===== src/hdl/scd_pkg.sv =====
// How it works
// - Mode bits 7 and 8 zero for normal.
// - Write-burst bit set makes writes single-location.
// - Chip select high ignores all strobes.
// - Selected with strobes high is a no-op.
// - Activate opens addressed row in chosen bank.
// - Read starts burst at column A0-9.
// - Address bit 10 arms auto precharge per command.
// - Read mask high floats bytes two cycles later.
// - Write starts burst at column A0-9.
// - Write mask applies to same-cycle data.
// - Precharge closes one bank, or all with bit 10.
// - Refresh is auto, or self with enable low.
// - Refresh rows come from internal counter.
// - Mode load stores address bits 0 to 11.
// - Burst terminate truncates the latest burst.
// - Read data driven after n+m-1, valid by n+m.
// - Mode fields: length, type, latency, mode, write-burst.
`default_nettype none
package scd_pkg;
    localparam int ROW_W = 13;
    localparam int COL_W = 10;
    localparam int BANK_W = 2;
    localparam int MODE_W = 12;
    localparam int AXI_AW = 8;
    localparam int AP_BIT = 10;
    localparam int BL_LSB = 0;
    localparam int CL_LSB = 4;
    localparam int OPM_LSB = 7;
    localparam int WBM_BIT = 9;
    localparam logic [MODE_W-1:0] MODE_RESET = 12'h020;
    localparam logic [2:0] BL_1 = 3'h0;
    localparam logic [2:0] BL_2 = 3'h1;
    localparam logic [2:0] BL_4 = 3'h2;
    localparam logic [2:0] BL_8 = 3'h3;
    localparam logic [2:0] BL_FULL = 3'h7;
    localparam logic [2:0] CL_2 = 3'h2;
    localparam logic [AXI_AW-1:0] REG_CTRL = 8'h00;
    localparam logic [AXI_AW-1:0] REG_MODE = 8'h04;
    localparam logic [AXI_AW-1:0] REG_STATUS = 8'h08;
    localparam logic [AXI_AW-1:0] REG_REFRESH = 8'h0C;
    localparam logic [31:0] CTRL_RESET = 32'h00000001;
    localparam logic [1:0] RESP_OKAY = 2'h0;
    localparam logic [1:0] RESP_SLVERR = 2'h2;

    typedef struct packed {
        logic chip_select_n;
        logic row_strobe_n;
        logic column_strobe_n;
        logic write_enable_n;
    } scd_cmd_pins_type;

    typedef struct packed {
        logic en;
        logic [BANK_W-1:0] bank;
        logic [ROW_W-1:0] row;
        logic [COL_W-1:0] col;
    } scd_arr_type;

    typedef enum logic [3:0] {
        CMD_INHIBIT, CMD_NOP, CMD_ACTIVATE, CMD_READ, CMD_WRITE,
        CMD_TERMINATE, CMD_PRECHARGE, CMD_REFRESH, CMD_LOAD_MODE
    } scd_cmd_type;

    typedef enum logic [0:0] {PWR_ACTIVE, PWR_SELF_REFRESH} scd_pwr_type;

    // Truth-table decode of the four command strobes.
    function automatic scd_cmd_type scd_decode(input scd_cmd_pins_type p);
        scd_cmd_type c;
        c = CMD_INHIBIT;
        if (!p.chip_select_n) begin
            case ({p.row_strobe_n, p.column_strobe_n, p.write_enable_n})
                3'h7: c = CMD_NOP;
                3'h3: c = CMD_ACTIVATE;
                3'h5: c = CMD_READ;
                3'h4: c = CMD_WRITE;
                3'h6: c = CMD_TERMINATE;
                3'h2: c = CMD_PRECHARGE;
                3'h1: c = CMD_REFRESH;
                default: c = CMD_LOAD_MODE;
            endcase
        end
        return c;
    endfunction

    // Beats per burst; reserved codes give one beat.
    function automatic logic [COL_W:0] scd_beats(input logic [2:0] code);
        logic [COL_W:0] n;
        case (code)
            BL_2: n = 11'h002;
            BL_4: n = 11'h004;
            BL_8: n = 11'h008;
            BL_FULL: n = 11'h400;
            default: n = 11'h001;
        endcase
        return n;
    endfunction
endpackage
`default_nettype wire


===== src/hdl/scd_top.sv =====
`timescale 1ns/10ps
`default_nettype none
module scd_top #(
    parameter int DQ_W = 64,
    parameter int MASK_W = 8
) (
    input wire logic aclk,
    input wire logic aresetn,
    input wire logic clock_enable_input,
    input wire scd_pkg::scd_cmd_pins_type cmd_pins,
    input wire logic [scd_pkg::ROW_W-1:0] address,
    input wire logic bank_select,
    input wire logic bank_select_high,
    input wire logic [MASK_W-1:0] byte_mask,
    input wire logic [DQ_W-1:0] dq_in,
    output logic [DQ_W-1:0] dq_out,
    output logic [MASK_W-1:0] dq_oe,
    output scd_pkg::scd_arr_type arr_wr,
    output logic [DQ_W-1:0] arr_wr_data,
    output logic [MASK_W-1:0] arr_wr_be,
    output scd_pkg::scd_arr_type arr_rd,
    input wire logic [DQ_W-1:0] arr_rd_data,
    input wire logic s_axi_awvalid,
    output logic s_axi_awready,
    input wire logic [scd_pkg::AXI_AW-1:0] s_axi_awaddr,
    input wire logic s_axi_wvalid,
    output logic s_axi_wready,
    input wire logic [31:0] s_axi_wdata,
    input wire logic [3:0] s_axi_wstrb,
    output logic s_axi_bvalid,
    input wire logic s_axi_bready,
    output logic [1:0] s_axi_bresp,
    input wire logic s_axi_arvalid,
    output logic s_axi_arready,
    input wire logic [scd_pkg::AXI_AW-1:0] s_axi_araddr,
    output logic s_axi_rvalid,
    input wire logic s_axi_rready,
    output logic [31:0] s_axi_rdata,
    output logic [1:0] s_axi_rresp
);
    import scd_pkg::*;

    localparam int NBANK = 2 ** BANK_W;

    initial begin
        if (DQ_W != MASK_W * 8 || MASK_W < 1) begin
            $error("scd_top: DQ_W must be eight bits per mask bit");
        end
    end

    scd_cmd_type cmd;
    scd_pwr_type pwr_ff, nxt_pwr;
    logic [MODE_W-1:0] mode_ff, nxt_mode;
    logic [NBANK-1:0] open_ff, nxt_open;
    logic [ROW_W-1:0] row_ff [NBANK], nxt_row [NBANK];
    logic [31:0] ctrl_ff, nxt_ctrl;
    logic [ROW_W-1:0] refresh_ff, nxt_refresh;
    logic bwrite_ff, nxt_bwrite, bap_ff, nxt_bap;
    logic [BANK_W-1:0] bbank_ff, nxt_bbank;
    scd_arr_type arr_wr_ff, nxt_arr_wr, arr_rd_ff, nxt_arr_rd;
    logic [DQ_W-1:0] wdata_ff, nxt_wdata;
    logic [MASK_W-1:0] wbe_ff, nxt_wbe;
    logic [BANK_W-1:0] sel_bank;
    logic bst_start, bst_single, bst_term, bst_busy, bst_last;
    logic [COL_W-1:0] bst_col;
    logic beat_go, beat_done;
    logic [COL_W-1:0] beat_col;

    assign sel_bank = {bank_select_high, bank_select};

    // Only self-refresh entry passes with the enable low.
    always_comb begin
        cmd = scd_decode(cmd_pins);
        if (!ctrl_ff[0] || pwr_ff != PWR_ACTIVE) begin
            cmd = CMD_INHIBIT;
        end
        if (!clock_enable_input && cmd != CMD_REFRESH) begin
            cmd = CMD_INHIBIT;
        end
    end

    // Beat selection: a new read or write wins over a running burst.
    always_comb begin
        bst_start = clock_enable_input && (cmd == CMD_READ || cmd == CMD_WRITE);
        bst_single = (cmd == CMD_WRITE) && mode_ff[WBM_BIT];
        bst_term = cmd == CMD_TERMINATE;
        beat_go = 1'b0;
        beat_done = 1'b0;
        beat_col = bst_col;
        if (bst_start) begin
            beat_go = 1'b1;
            beat_col = address[COL_W-1:0];
            beat_done = bst_single || mode_ff[BL_LSB+:3] == BL_1;
        end else if (clock_enable_input && bst_busy && !bst_term) begin
            beat_go = 1'b1;
            beat_done = bst_last;
        end
    end

    scd_burst #(
        .COL_W(COL_W)
    ) u_burst (
        .aclk(aclk),
        .aresetn(aresetn),
        .ce(clock_enable_input),
        .start(bst_start),
        .single(bst_single),
        .terminate(bst_term),
        .len_code(mode_ff[BL_LSB+:3]),
        .start_col(address[COL_W-1:0]),
        .busy(bst_busy),
        .last(bst_last),
        .col(bst_col)
    );

    // Command execution; only self-refresh entry acts while the enable is low.
    always_comb begin
        nxt_pwr = pwr_ff;
        nxt_mode = mode_ff;
        nxt_open = open_ff;
        nxt_row = row_ff;
        nxt_refresh = refresh_ff;
        nxt_bwrite = bwrite_ff;
        nxt_bap = bap_ff;
        nxt_bbank = bbank_ff;
        nxt_arr_wr = '0;
        nxt_arr_rd = '0;
        nxt_wdata = wdata_ff;
        nxt_wbe = wbe_ff;
        if (pwr_ff == PWR_SELF_REFRESH) begin
            if (clock_enable_input) begin
                nxt_pwr = PWR_ACTIVE;
            end
        end else if (!clock_enable_input) begin
            if (cmd == CMD_REFRESH) begin
                nxt_pwr = PWR_SELF_REFRESH;
                nxt_refresh = refresh_ff + 1'b1;
            end
        end else begin
            case (cmd)
                CMD_ACTIVATE: begin
                    nxt_open[sel_bank] = 1'b1;
                    nxt_row[sel_bank] = address;
                end
                CMD_PRECHARGE: begin
                    if (address[AP_BIT]) begin
                        nxt_open = '0;
                    end else begin
                        nxt_open[sel_bank] = 1'b0;
                    end
                end
                CMD_REFRESH: begin
                    nxt_refresh = refresh_ff + 1'b1;
                end
                CMD_LOAD_MODE: begin
                    nxt_mode = address[MODE_W-1:0];
                end
                CMD_READ, CMD_WRITE: begin
                    nxt_bwrite = cmd == CMD_WRITE;
                    nxt_bbank = sel_bank;
                    nxt_bap = address[AP_BIT] && mode_ff[BL_LSB+:3] != BL_FULL;
                end
                CMD_TERMINATE: begin
                    if (bst_busy && bap_ff) begin
                        nxt_open[bbank_ff] = 1'b0;
                    end
                end
                default: begin
                end
            endcase
            if (beat_go) begin
                if (nxt_bwrite) begin
                    nxt_arr_wr = '{1'b1, nxt_bbank, row_ff[nxt_bbank], beat_col};
                    nxt_wdata = dq_in;
                    nxt_wbe = ~byte_mask;
                end else begin
                    nxt_arr_rd = '{1'b1, nxt_bbank, row_ff[nxt_bbank], beat_col};
                end
                if (beat_done && nxt_bap) begin
                    nxt_open[nxt_bbank] = 1'b0;
                end
            end
        end
    end

    always_ff @(posedge aclk) begin
        if (!aresetn) begin
            pwr_ff <= PWR_ACTIVE;
            mode_ff <= MODE_RESET;
            for (int i = 0; i < NBANK; i++) begin
                row_ff[i] <= '0;
            end
            {open_ff, refresh_ff, bwrite_ff, bap_ff, bbank_ff} <= '0;
            {arr_wr_ff, arr_rd_ff, wdata_ff, wbe_ff} <= '0;
        end else begin
            pwr_ff <= nxt_pwr;
            mode_ff <= nxt_mode;
            row_ff <= nxt_row;
            {open_ff, refresh_ff, bwrite_ff} <= {nxt_open, nxt_refresh, nxt_bwrite};
            {bap_ff, bbank_ff, arr_wr_ff} <= {nxt_bap, nxt_bbank, nxt_arr_wr};
            {arr_rd_ff, wdata_ff, wbe_ff} <= {nxt_arr_rd, nxt_wdata, nxt_wbe};
        end
    end

    assign {arr_wr, arr_rd} = {arr_wr_ff, arr_rd_ff};
    assign {arr_wr_data, arr_wr_be} = {wdata_ff, wbe_ff};

    // Read pipe: latency two takes the array answer straight, three adds a stage.
    logic stg_v_ff, nxt_stg_v, dqv_ff;
    logic [DQ_W-1:0] stg_d_ff, nxt_stg_d, dq_ff, nxt_dq;
    logic [MASK_W-1:0] mask_ff, nxt_mask, oe_ff, nxt_oe;
    logic nxt_dqv;

    always_comb begin
        nxt_stg_v = stg_v_ff;
        nxt_stg_d = stg_d_ff;
        nxt_mask = mask_ff;
        nxt_dq = dq_ff;
        nxt_dqv = dqv_ff;
        nxt_oe = oe_ff;
        if (clock_enable_input) begin
            nxt_stg_v = arr_rd_ff.en;
            nxt_stg_d = arr_rd_data;
            nxt_mask = byte_mask;
            if (mode_ff[CL_LSB+:3] == CL_2) begin
                nxt_dqv = arr_rd_ff.en;
                nxt_dq = arr_rd_data;
            end else begin
                nxt_dqv = stg_v_ff;
                nxt_dq = stg_d_ff;
            end
            nxt_oe = nxt_dqv ? ~mask_ff : '0;
        end
    end

    always_ff @(posedge aclk) begin
        if (!aresetn) begin
            {stg_v_ff, stg_d_ff, mask_ff, dq_ff, dqv_ff, oe_ff} <= '0;
        end else begin
            {stg_v_ff, stg_d_ff, mask_ff} <= {nxt_stg_v, nxt_stg_d, nxt_mask};
            {dq_ff, dqv_ff, oe_ff} <= {nxt_dq, nxt_dqv, nxt_oe};
        end
    end

    assign {dq_out, dq_oe} = {dq_ff, oe_ff};

    // Register slave; address and data latch apart, so either may lead.
    logic [31:0] rdata_ff, nxt_rdata, rd_word;
    logic aw_have_ff, nxt_aw_have, w_have_ff, nxt_w_have, bvalid_ff, nxt_bvalid, rvalid_ff, nxt_rvalid;
    logic awready_ff, nxt_awready, wready_ff, nxt_wready, arready_ff, nxt_arready;
    logic [AXI_AW-1:0] awaddr_ff, nxt_awaddr;
    logic [31:0] wdata_reg_ff, nxt_wdata_reg;
    logic [3:0] wstrb_ff, nxt_wstrb;
    logic [1:0] bresp_ff, nxt_bresp, rresp_ff, nxt_rresp;
    logic rd_hit;

    // Status shows open banks, burst activity, self refresh and a reserved mode.
    always_comb begin
        rd_hit = 1'b1;
        case (s_axi_araddr)
            REG_CTRL: rd_word = ctrl_ff;
            REG_MODE: rd_word = {20'h00000, mode_ff};
            REG_STATUS: rd_word = {25'h0000000, mode_ff[OPM_LSB+:2] != 2'h0,
                                   pwr_ff == PWR_SELF_REFRESH, bst_busy, open_ff};
            REG_REFRESH: rd_word = {19'h00000, refresh_ff};
            default: begin
                rd_word = 32'h00000000;
                rd_hit = 1'b0;
            end
        endcase
    end

    always_comb begin
        nxt_ctrl = ctrl_ff;
        nxt_aw_have = aw_have_ff;
        nxt_awaddr = awaddr_ff;
        nxt_w_have = w_have_ff;
        nxt_wdata_reg = wdata_reg_ff;
        nxt_wstrb = wstrb_ff;
        nxt_bvalid = bvalid_ff;
        nxt_bresp = bresp_ff;
        nxt_rvalid = rvalid_ff;
        nxt_rdata = rdata_ff;
        nxt_rresp = rresp_ff;
        if (s_axi_awvalid && awready_ff) begin
            nxt_aw_have = 1'b1;
            nxt_awaddr = s_axi_awaddr;
        end
        if (s_axi_wvalid && wready_ff) begin
            nxt_w_have = 1'b1;
            nxt_wdata_reg = s_axi_wdata;
            nxt_wstrb = s_axi_wstrb;
        end
        if (bvalid_ff && s_axi_bready) begin
            nxt_bvalid = 1'b0;
        end else if (aw_have_ff && w_have_ff && !bvalid_ff) begin
            nxt_aw_have = 1'b0;
            nxt_w_have = 1'b0;
            nxt_bvalid = 1'b1;
            nxt_bresp = RESP_OKAY;
            if (awaddr_ff == REG_CTRL) begin
                if (wstrb_ff[0]) begin
                    nxt_ctrl = {31'h00000000, wdata_reg_ff[0]};
                end
            end else if (awaddr_ff != REG_MODE && awaddr_ff != REG_STATUS && awaddr_ff != REG_REFRESH) begin
                nxt_bresp = RESP_SLVERR;
            end
        end
        if (rvalid_ff && s_axi_rready) begin
            nxt_rvalid = 1'b0;
        end
        if (s_axi_arvalid && arready_ff) begin
            nxt_rvalid = 1'b1;
            nxt_rdata = rd_word;
            nxt_rresp = rd_hit ? RESP_OKAY : RESP_SLVERR;
        end
        nxt_awready = !nxt_aw_have;
        nxt_wready = !nxt_w_have;
        nxt_arready = !nxt_rvalid;
    end

    always_ff @(posedge aclk) begin
        if (!aresetn) begin
            ctrl_ff <= CTRL_RESET;
            {aw_have_ff, awaddr_ff, w_have_ff, wdata_reg_ff, wstrb_ff, bvalid_ff} <= '0;
            {rvalid_ff, rdata_ff, awready_ff, wready_ff, arready_ff} <= '0;
            bresp_ff <= RESP_OKAY;
            rresp_ff <= RESP_OKAY;
        end else begin
            ctrl_ff <= nxt_ctrl;
            {aw_have_ff, awaddr_ff, w_have_ff} <= {nxt_aw_have, nxt_awaddr, nxt_w_have};
            {wdata_reg_ff, wstrb_ff, bvalid_ff, bresp_ff} <= {nxt_wdata_reg, nxt_wstrb, nxt_bvalid, nxt_bresp};
            {rvalid_ff, rdata_ff, rresp_ff} <= {nxt_rvalid, nxt_rdata, nxt_rresp};
            {awready_ff, wready_ff, arready_ff} <= {nxt_awready, nxt_wready, nxt_arready};
        end
    end

    assign {s_axi_awready, s_axi_wready, s_axi_arready} = {awready_ff, wready_ff, arready_ff};
    assign {s_axi_bvalid, s_axi_bresp} = {bvalid_ff, bresp_ff};
    assign {s_axi_rvalid, s_axi_rdata, s_axi_rresp} = {rvalid_ff, rdata_ff, rresp_ff};
endmodule
`default_nettype wire


===== src/hdl/scd_burst.sv =====
`timescale 1ns/10ps
`default_nettype none
module scd_burst #(
    parameter int COL_W = scd_pkg::COL_W
) (
    input wire logic aclk,
    input wire logic aresetn,
    input wire logic ce,
    input wire logic start,
    input wire logic single,
    input wire logic terminate,
    input wire logic [2:0] len_code,
    input wire logic [COL_W-1:0] start_col,
    output logic busy,
    output logic last,
    output logic [COL_W-1:0] col
);
    import scd_pkg::*;

    logic [COL_W:0] rem_ff, nxt_rem;
    logic [COL_W-1:0] col_ff, nxt_col, mask_ff, nxt_mask;
    logic full_ff, nxt_full;

    initial begin
        if (COL_W < 3 || COL_W > scd_pkg::COL_W) begin
            $error("scd_burst: COL_W out of range");
        end
    end

    // Columns step upward and wrap inside the burst block.
    function automatic logic [COL_W-1:0] wrap(input logic [COL_W-1:0] c, input logic [COL_W-1:0] m);
        return (c & ~m) | ((c + 1'b1) & m);
    endfunction

    assign busy = full_ff | (rem_ff != '0);
    assign last = !full_ff && (rem_ff == 1);
    assign col = col_ff;

    // Remaining beats after the one taken with the command itself.
    always_comb begin
        nxt_rem = rem_ff;
        nxt_col = col_ff;
        nxt_mask = mask_ff;
        nxt_full = full_ff;
        if (ce) begin
            if (start) begin
                nxt_mask = single ? '0 : COL_W'(scd_beats(len_code) - 1'b1);
                nxt_full = !single && len_code == BL_FULL;
                nxt_rem = single ? '0 : scd_beats(len_code) - 1'b1;
                nxt_col = wrap(start_col, nxt_mask);
            end else if (terminate) begin
                nxt_rem = '0;
                nxt_full = 1'b0;
            end else if (busy) begin
                nxt_col = wrap(col_ff, mask_ff);
                nxt_rem = full_ff ? rem_ff : rem_ff - 1'b1;
            end
        end
    end

    always_ff @(posedge aclk) begin
        if (!aresetn) begin
            {rem_ff, col_ff, mask_ff, full_ff} <= '0;
        end else begin
            {rem_ff, col_ff, mask_ff, full_ff} <= {nxt_rem, nxt_col, nxt_mask, nxt_full};
        end
    end
endmodule
`default_nettype wire


===== config.mk =====
export PLATFORM = sky130hd
export DESIGN_NAME = scd_top
export DESIGN_NICKNAME = d
export VERILOG_FILES = /design/src/hdl/scd_pkg.sv /design/src/hdl/scd_top.sv /design/src/hdl/scd_burst.sv
export SDC_FILE = /design/constraint.sdc
export NUM_CORES = 1
export LEC_CHECK = 0
export ABC_AREA = 0
export BUFFER_PORTS_ARGS = -buffer_cell sky130_fd_sc_hd__buf_2
export CAP_MARGIN = 20
export CORE_MARGIN = 4
export CORE_UTILIZATION = 48
export DETAILED_ROUTE_END_ITERATION = 10
export GPL_ROUTABILITY_DRIVEN = 0
export PLACE_DENSITY = 0.77
export SETUP_SLACK_MARGIN = 0.02
export SKIP_LAST_GASP = 1
export SLEW_MARGIN = 20
export SYNTH_ARGS = -nofsm -noshare
export SYNTH_HDL_FRONTEND = slang
export SYNTH_SLANG_ARGS = --single-unit

===== constraint.sdc =====
create_clock -name aclk -period 2.05 [get_ports aclk]
set_input_delay 0.1025 -clock aclk [delete_from_list [all_inputs] [get_ports aclk]]
set_output_delay 0.1025 -clock aclk [all_outputs]
set_load 0.01 [all_outputs]

# Word level (Yosys, flattened, before mapping)
# Index checks and enable logic that the tools add are counted.
# op_classes
div,0
addsub,5
shifts,0
mux,74
bitwise_logic,26
n_eq_ne,30
mul,0
reduce_logical,60
magnitude_cmp,9
# ops
cell,n
11-bit 2-to-1 mux,7
64-bit 2-to-1 mux,1
52-bit bitwise mux,1
26-bit 2-to-1 mux,2
13-bit case mux with 4 select lines,1
10-bit 2-to-1 mux,5
11-bit case mux with 4 select lines,1
10-bit bitwise AND,4
13-bit 2-to-1 mux,3
4-bit 2-to-1 mux,9
1-bit 2-to-1 mux,30
4-bit case mux with 7 select lines,1
13-bit binary-select mux with 2-bit select,1
13-bit demux with 2-bit select,1
1-bit logical AND,23
"11-bit by 1-bit subtractor with 11-bit output, second input constant",2
"10-bit by 1-bit adder with 10-bit output, second input constant",2
10-bit NOT,2
10-bit bitwise OR,2
"4-bit by 3-bit equality test with 1-bit output, second input constant",4
"8-bit by 4-bit equality test with 1-bit output, second input constant",2
8-bit logical NOT,2
"8-bit by 4-bit != test with 1-bit output, second input constant",2
8-bit NOT,2
38 further kinds,94
# totals
out_inout_bits,237
elab_cells,248
n_memories,0
ramBits,0
latchBits,0
ff_bits,441
mem_bits_ro,0
inputBits,215

# Longest topological paths before layout
# logic_depth
depth_word,20
mapped_depth,9
mapped_depth_nobuf,7

# Cells and area by module
# From an unflattened synthesis, not the netlist that was laid out.
# unflattened
hier_cells,1858
area_unflattened_um2,16960.0
# by_module_without_submodules
module,seq_area_each_um2,cells_per_inst,area_per_inst_um2,instances
scd_top,7767.4,1607,15053.2,1
scd_burst,540.5,251,1906.8,1

# Worst setup path before layout
# Ideal clock, no wire load.
# synth_timing
path_type,register -> register
startpoint,register u_burst.rem_ff[0]
endpoint,register with a tool-made name
setup_time_ns,0.074
synth_period_minus_slack_ns,2.283
slack_ns,-0.233
required_ns,1.976
path_stages_with_launch,9
t_arrival_ns,2.209
n_path_buf,1
cell_sequence,dfxtp_1 inv_1 ha_1 nor4b_2 and3_1 clkbuf_1 or4_1 or4_1 a31oi_1
# synth_rtl
element,line_no,source
start: declaration,scd_burst.sv:20,"logic [COL_W:0] rem_ff, nxt_rem;"
start signal: assignment,scd_burst.sv:65,"{rem_ff, col_ff, mask_ff, full_ff} <= {nxt_rem, nxt_col, nxt_mask, nxt_full};"

# Final worst setup path
# layout_timing
startpoint,register pwr_ff
endpoint,"register arr_wr_ff, in the netlist arr_wr[10]"
# layout_between
elab_chain_cells,14
word_cells_on_any_way,28
cone_classes,4 x eq/ne; 13 x mux; 3 x bitwise; 8 x reduce/logical
# layout_lines
element,line_no,source
start: declaration,scd_top.sv:52,"scd_pwr_type pwr_ff, nxt_pwr;"
start signal: assignment,scd_top.sv:196,pwr_ff <= nxt_pwr;
1-bit logical OR,scd_top.sv:74,if (!ctrl_ff[0] || pwr_ff != PWR_ACTIVE) begin
4-bit 2-to-1 mux,scd_top.sv:74,
4-bit by 3-bit != test with 1-bit output,scd_top.sv:77,if (!clock_enable_input && cmd != CMD_REFRESH) begin
1-bit logical AND,scd_top.sv:77,
4-bit 2-to-1 mux,scd_top.sv:77,
4-bit by 2-bit equality test with 1-bit output or 4-bit by 3-bit equality test with 1-bit output (tied branches),"scd_top.sv:84, scd_top.sv:140, scd_top.sv:159",
2-bit OR reduction,scd_top.sv:140,case (cmd)
2-bit 2-to-1 mux,scd_top.sv:140,
2-bit 2-to-1 mux,scd_top.sv:134,end else if (!clock_enable_input) begin
2-bit 2-to-1 mux,scd_top.sv:130,if (pwr_ff == PWR_SELF_REFRESH) begin
2-bit NOT with 3-bit output (implied by the code),scd_top.sv:173,"nxt_arr_wr = '{1'b1, nxt_bbank, row_ff[nxt_bbank], beat_col};"
13-bit binary-select mux with 2-bit select,scd_top.sv:173,
13-bit 2-to-1 mux (implied by the code) (2 in series),scd_top.sv:173,
end signal: assignment,scd_top.sv:200,"{bap_ff, bbank_ff, arr_wr_ff} <= {nxt_bap, nxt_bbank, nxt_arr_wr};"
end: declaration,scd_top.sv:60,"scd_arr_type arr_wr_ff, nxt_arr_wr, arr_rd_ff, nxt_arr_rd;"
# Parallel ways exist; a longest one is shown, timed or not. The select of a mux whose other input is x is not followed.
# A chain may end at the register's enable or synchronous reset.

==> flow_summary.yaml <==
floorplan:
  fp-row-count: 68
  core-area_um2: 34800
  x_dimension_of_the_die_um: 197
  fp.dieArea_um2: 38700
  start_util_pct: 49.1
  chipHeight_um: 197
  top_level_ports: 452
grt:
  number_of_antenna_violations_at_the_first_check_in_global_routing: 0
  grt_pass1_wl_um: 82900
  vias_in_the_first_global_route: 15757
  globalRouteOverflowTotal: 0
  grt_max_degree: 157
  global_route.usage.total_pct: 25.9
yosys:
  dominant_combinational_cell_family_by_area_after_synthesis: "multiplexers"
  muxShareOfSynthArea_pct: 17.5
  synth-compound-area-share_pct: 10.6
  synth-main-ff-cell: "sky130_fd_sc_hd__dfxtp_1"
  synthTopCellsByCount: "sky130_fd_sc_hd__dfxtp_1 (416), sky130_fd_sc_hd__mux2i_1 (283), sky130_fd_sc_hd__nor2_1 (265)"
  synth.cell_area_um2: 17100
  post_synthesis_async_set_or_reset_flop_share_pct: 0
  synth_xor_xnor_area_share_pct: 1.08
  postSynthRegisterBits: 416
  number_of_warnings_printed_during_yosys_synthesis: 0
  post_synth_edffs: 0
  synth_largest_type_area_fraction_pct: 48.7
  post_synthesis_simple_gate_area_fraction_pct: 16.6
  synth.avg_cell_area_um2: 9.35
  post_synth_fa_ha_maj_area_fraction_pct: 0.424
  synth_seq_area_share_pct: 48.7
  yosysUniqueCellTypes: 68
  synth_most_common_cell: "sky130_fd_sc_hd__dfxtp_1"
  postSynthCellCount: 1829
  netlist_top_cells_area: "sky130_fd_sc_hd__dfxtp_1 (49%), sky130_fd_sc_hd__mux2i_1 (17%), sky130_fd_sc_hd__nor2_1 (5.8%)"
  synth_top_area_cell: "sky130_fd_sc_hd__dfxtp_1"
worst_setup_path:
  r2r-start: "pwr_ff$_SDFF_PN0_"
  timing.critical_path.from: "pwr_ff$_SDFF_PN0_"
  cp-endpoint: "arr_wr[10]$_SDFF_PP0_"
  cp_max_fo: 6
  cp_data_arrival_time_ns: 2.60
  timing.setup.critical_path_class: "register to register"
  ff_to_ff_end: "arr_wr[10]$_SDFF_PP0_"
  ff2ff_setup_slack_ns: -0.06
  worstRegToRegCells: 7
  timing.critical_path.to_type: "register"
  crit_required_ns: 2.54
  critPathLaunchType: "register"
layout:
  n_antenna_cell: 0
  layout.nets: 2621
  share_of_cells_above_drive_strength_1_pct: 25.7
  seqCellArea_um2: 8330
  fillerInstances: 2415
  layout-area-overhead-vs-synth_pct: 37.4
  multiInputGateArea_um2: 8250
sta:
  achievable-frequency_mhz: 473
  final_min_period_over_clock_period_pct: 103
  layout_min_cycle_time_ns: 2.11
  finalWorstSetupSlack_ns: -0.0644
  final-hold-violation-count: 0
  setup-violations-final: 15
  grt_setup_unrepaired: "yes"
  worstMarginPinSlew_ns: 0.909
  skew_ns: 0.0226
  max-slew-margin-rel_pct: 39.4
  maxSlewViolCount: 0
clock_tree:
  clk_transition_reported_paths_ns: 0.06
  worstSkewPairLatency_ns: 0.58
  cts.root.buffer_cell: "sky130_fd_sc_hd__clkbuf_16"
  cts_htree_levels: 2
  cts.sinks: 416
  cts_buffers: 44
  tritoncts_clock_tree: "built"
  cts.path.max_buffers: 3
power:
  power_frac_seq_pct: 42.3
  final_total_power_uw: 20700
  max-vdd-ir-drop_v: 0.000823
  power.share.combinational_pct: 18.8
  switching_portion_of_total_power_pct: 27.3
  p_sw_uw: 5670
  static_leakage_uw: 0.0105
  power_dens_cells_nw_per_um2: 883
  cell_internal_pwr_uw: 15100
  p_clk_share_pct: 38.9
drt:
  met2WireLength_um: 26200
  detailedRoute.firstPassIterationCount: 6
  met3_wirelength_um: 4270
  drt_iter0_markers: 1045
  wl_met1_um: 21100
  dr_total_vias: 15815
  detail_route.wl_per_cell_um: 18.6
  finalWirelength_um: 53800
  drt-vias-per-instance: 5.47
  drcViolationCount: 0
  ant_nets: 0
  topRoutingLayerUsed: "met4"
worst_hold_path:
  hold_path_startpoint: "cmd_pins[2]"
  min-delay-path-class: "input port to register"
placement:
  count_of_buffers_from_port_buffering: 396
  pre_cts_slack_ns: -0.102
  detailedPlacementHpwl_um: 32900
run:
  timing.max_cap.violations: 0
status:
  outcome: "finished, violations left"
  failed_checks: "negative setup slack"
-- power groups by stage --
stage | Sequential (uW) | Combinational (uW) | Clock, uW
floorplan | 8970 | 1860 | 0
global placement | 8890 | 3130 | 0
detailed placement | 8910 | 3240 | 0
CTS | 8740 | 3570 | 8160
global route | 8810 | 4230 | 8520
finish | 8770 | 3900 | 8070
-- registers in the layout (all words and copies together), names as in the netlist, 11 cells and up, named ones only --
register and cells:
row_ff 52, arr_wr 26, arr_wr_data 64, u_burst.rem_ff 11, refresh_ff 13, arr_rd 26
s_axi_rdata 13, stg_d_ff 64, dq_out 64, mode_ff 12
-- through the flow --
| step | hold slack, ns | instances | util, % | area, um2 | setup TNS (ns) |
|---|---|---|---|---|---|
| after floorplan | 0.245 | 1849 | - | 17200 | 0 |
| after global placement | 0.349 | 2614 | 56.8 | 19700 | -2.18 |
| after detailed placement | 0.355 | 2614 | 56.8 | 19700 | -4.33 |
| after CTS | 0.0167 | 2878 | 66.5 | 23100 | 0 |
| after global routing | 0.0751 | 2889 | 67.5 | 23500 | -2.41 |
| final | 0.0684 | 2889 | 67.5 | 23500 | -0.635 |
-- kinds of logic after synthesis --
kind of cell,after synthesis
buffers and inverters,177
AOI/OAI and AO/OA,265
DFF,416
adders and majority gates,6
muxes,296
other,1
and+or+nand+nor,647
xor gates and xnor gates,21
-- worst max-delay path: stages, from the launching register on --
cell	delay (ns)
sky130_fd_sc_hd__dfxtp_2	0.35
sky130_fd_sc_hd__nand4bb_4	0.23
sky130_fd_sc_hd__buf_6	0.15
sky130_fd_sc_hd__nor2_4	0.17
sky130_fd_sc_hd__nor2_1	0.11
sky130_fd_sc_hd__or4_4	0.60
sky130_fd_sc_hd__clkbuf_16	0.22
sky130_fd_sc_hd__a311oi_1	0.19
-- final cells by class --
type                       count  area share (%)
timing repair buffer         667            20.4
sequential                   416            35.5
tap                          455            2.42
clock inverter                15           0.778
inverter                      16           0.288
multi-input combinational   1256            35.1
clock buffer                  64            5.48
-- per-layer routing --
layer	vias to the layer above	GRT usage, %
met4	0	10.6
met2	681	43.8
met3	173	6.96
met1	7480	31.4
li1	7481	-
met5	-	0
-- cells in the final DEF (no fill, tap or decap), types with 17 or more instances in the layout --
cell type	n
sky130_fd_sc_hd__clkbuf_16	48
sky130_fd_sc_hd__a211oi_1	74
sky130_fd_sc_hd__nand3_1	30
sky130_fd_sc_hd__nand2_1	232
sky130_fd_sc_hd__buf_4	61
sky130_fd_sc_hd__buf_12	18
sky130_fd_sc_hd__conb_1	21
sky130_fd_sc_hd__o21ai_0	41
sky130_fd_sc_hd__mux2i_1	279
sky130_fd_sc_hd__dlygate4sd3_1	184
sky130_fd_sc_hd__dfxtp_1	413
sky130_fd_sc_hd__and3_1	17
sky130_fd_sc_hd__buf_2	394
sky130_fd_sc_hd__nor2_1	262
sky130_fd_sc_hd__a21oi_1	51
-- worst min path at each step --
stage / to / slack [ns] / cells past startpoint
finish: refresh_ff[7]$_SDFFE_PN0P_ / 0.07 / 6
floorplan: arr_wr_data[0]$_SDFFE_PN0P_ / 0.24 / 2
detailed placement: arr_wr_data[36]$_SDFFE_PN0P_ / 0.35 / 3
global placement: arr_wr_data[31]$_SDFFE_PN0P_ / 0.35 / 3
CTS: refresh_ff[3]$_SDFFE_PN0P_ / 0.02 / 5
global route: refresh_ff[7]$_SDFFE_PN0P_ / 0.08 / 6
-- timing repair --
item | CTS | global route
resized for setup | 12 | 42
setup endpoints to repair | 154 | 174
pin swaps | 1 | 5
cloned | 0 | 4
hold buffers | 185 | 0
endpoints found under the hold margin | 305 | 0
buffers inserted | 0 | 8
(Power assumes the default switching activity.)
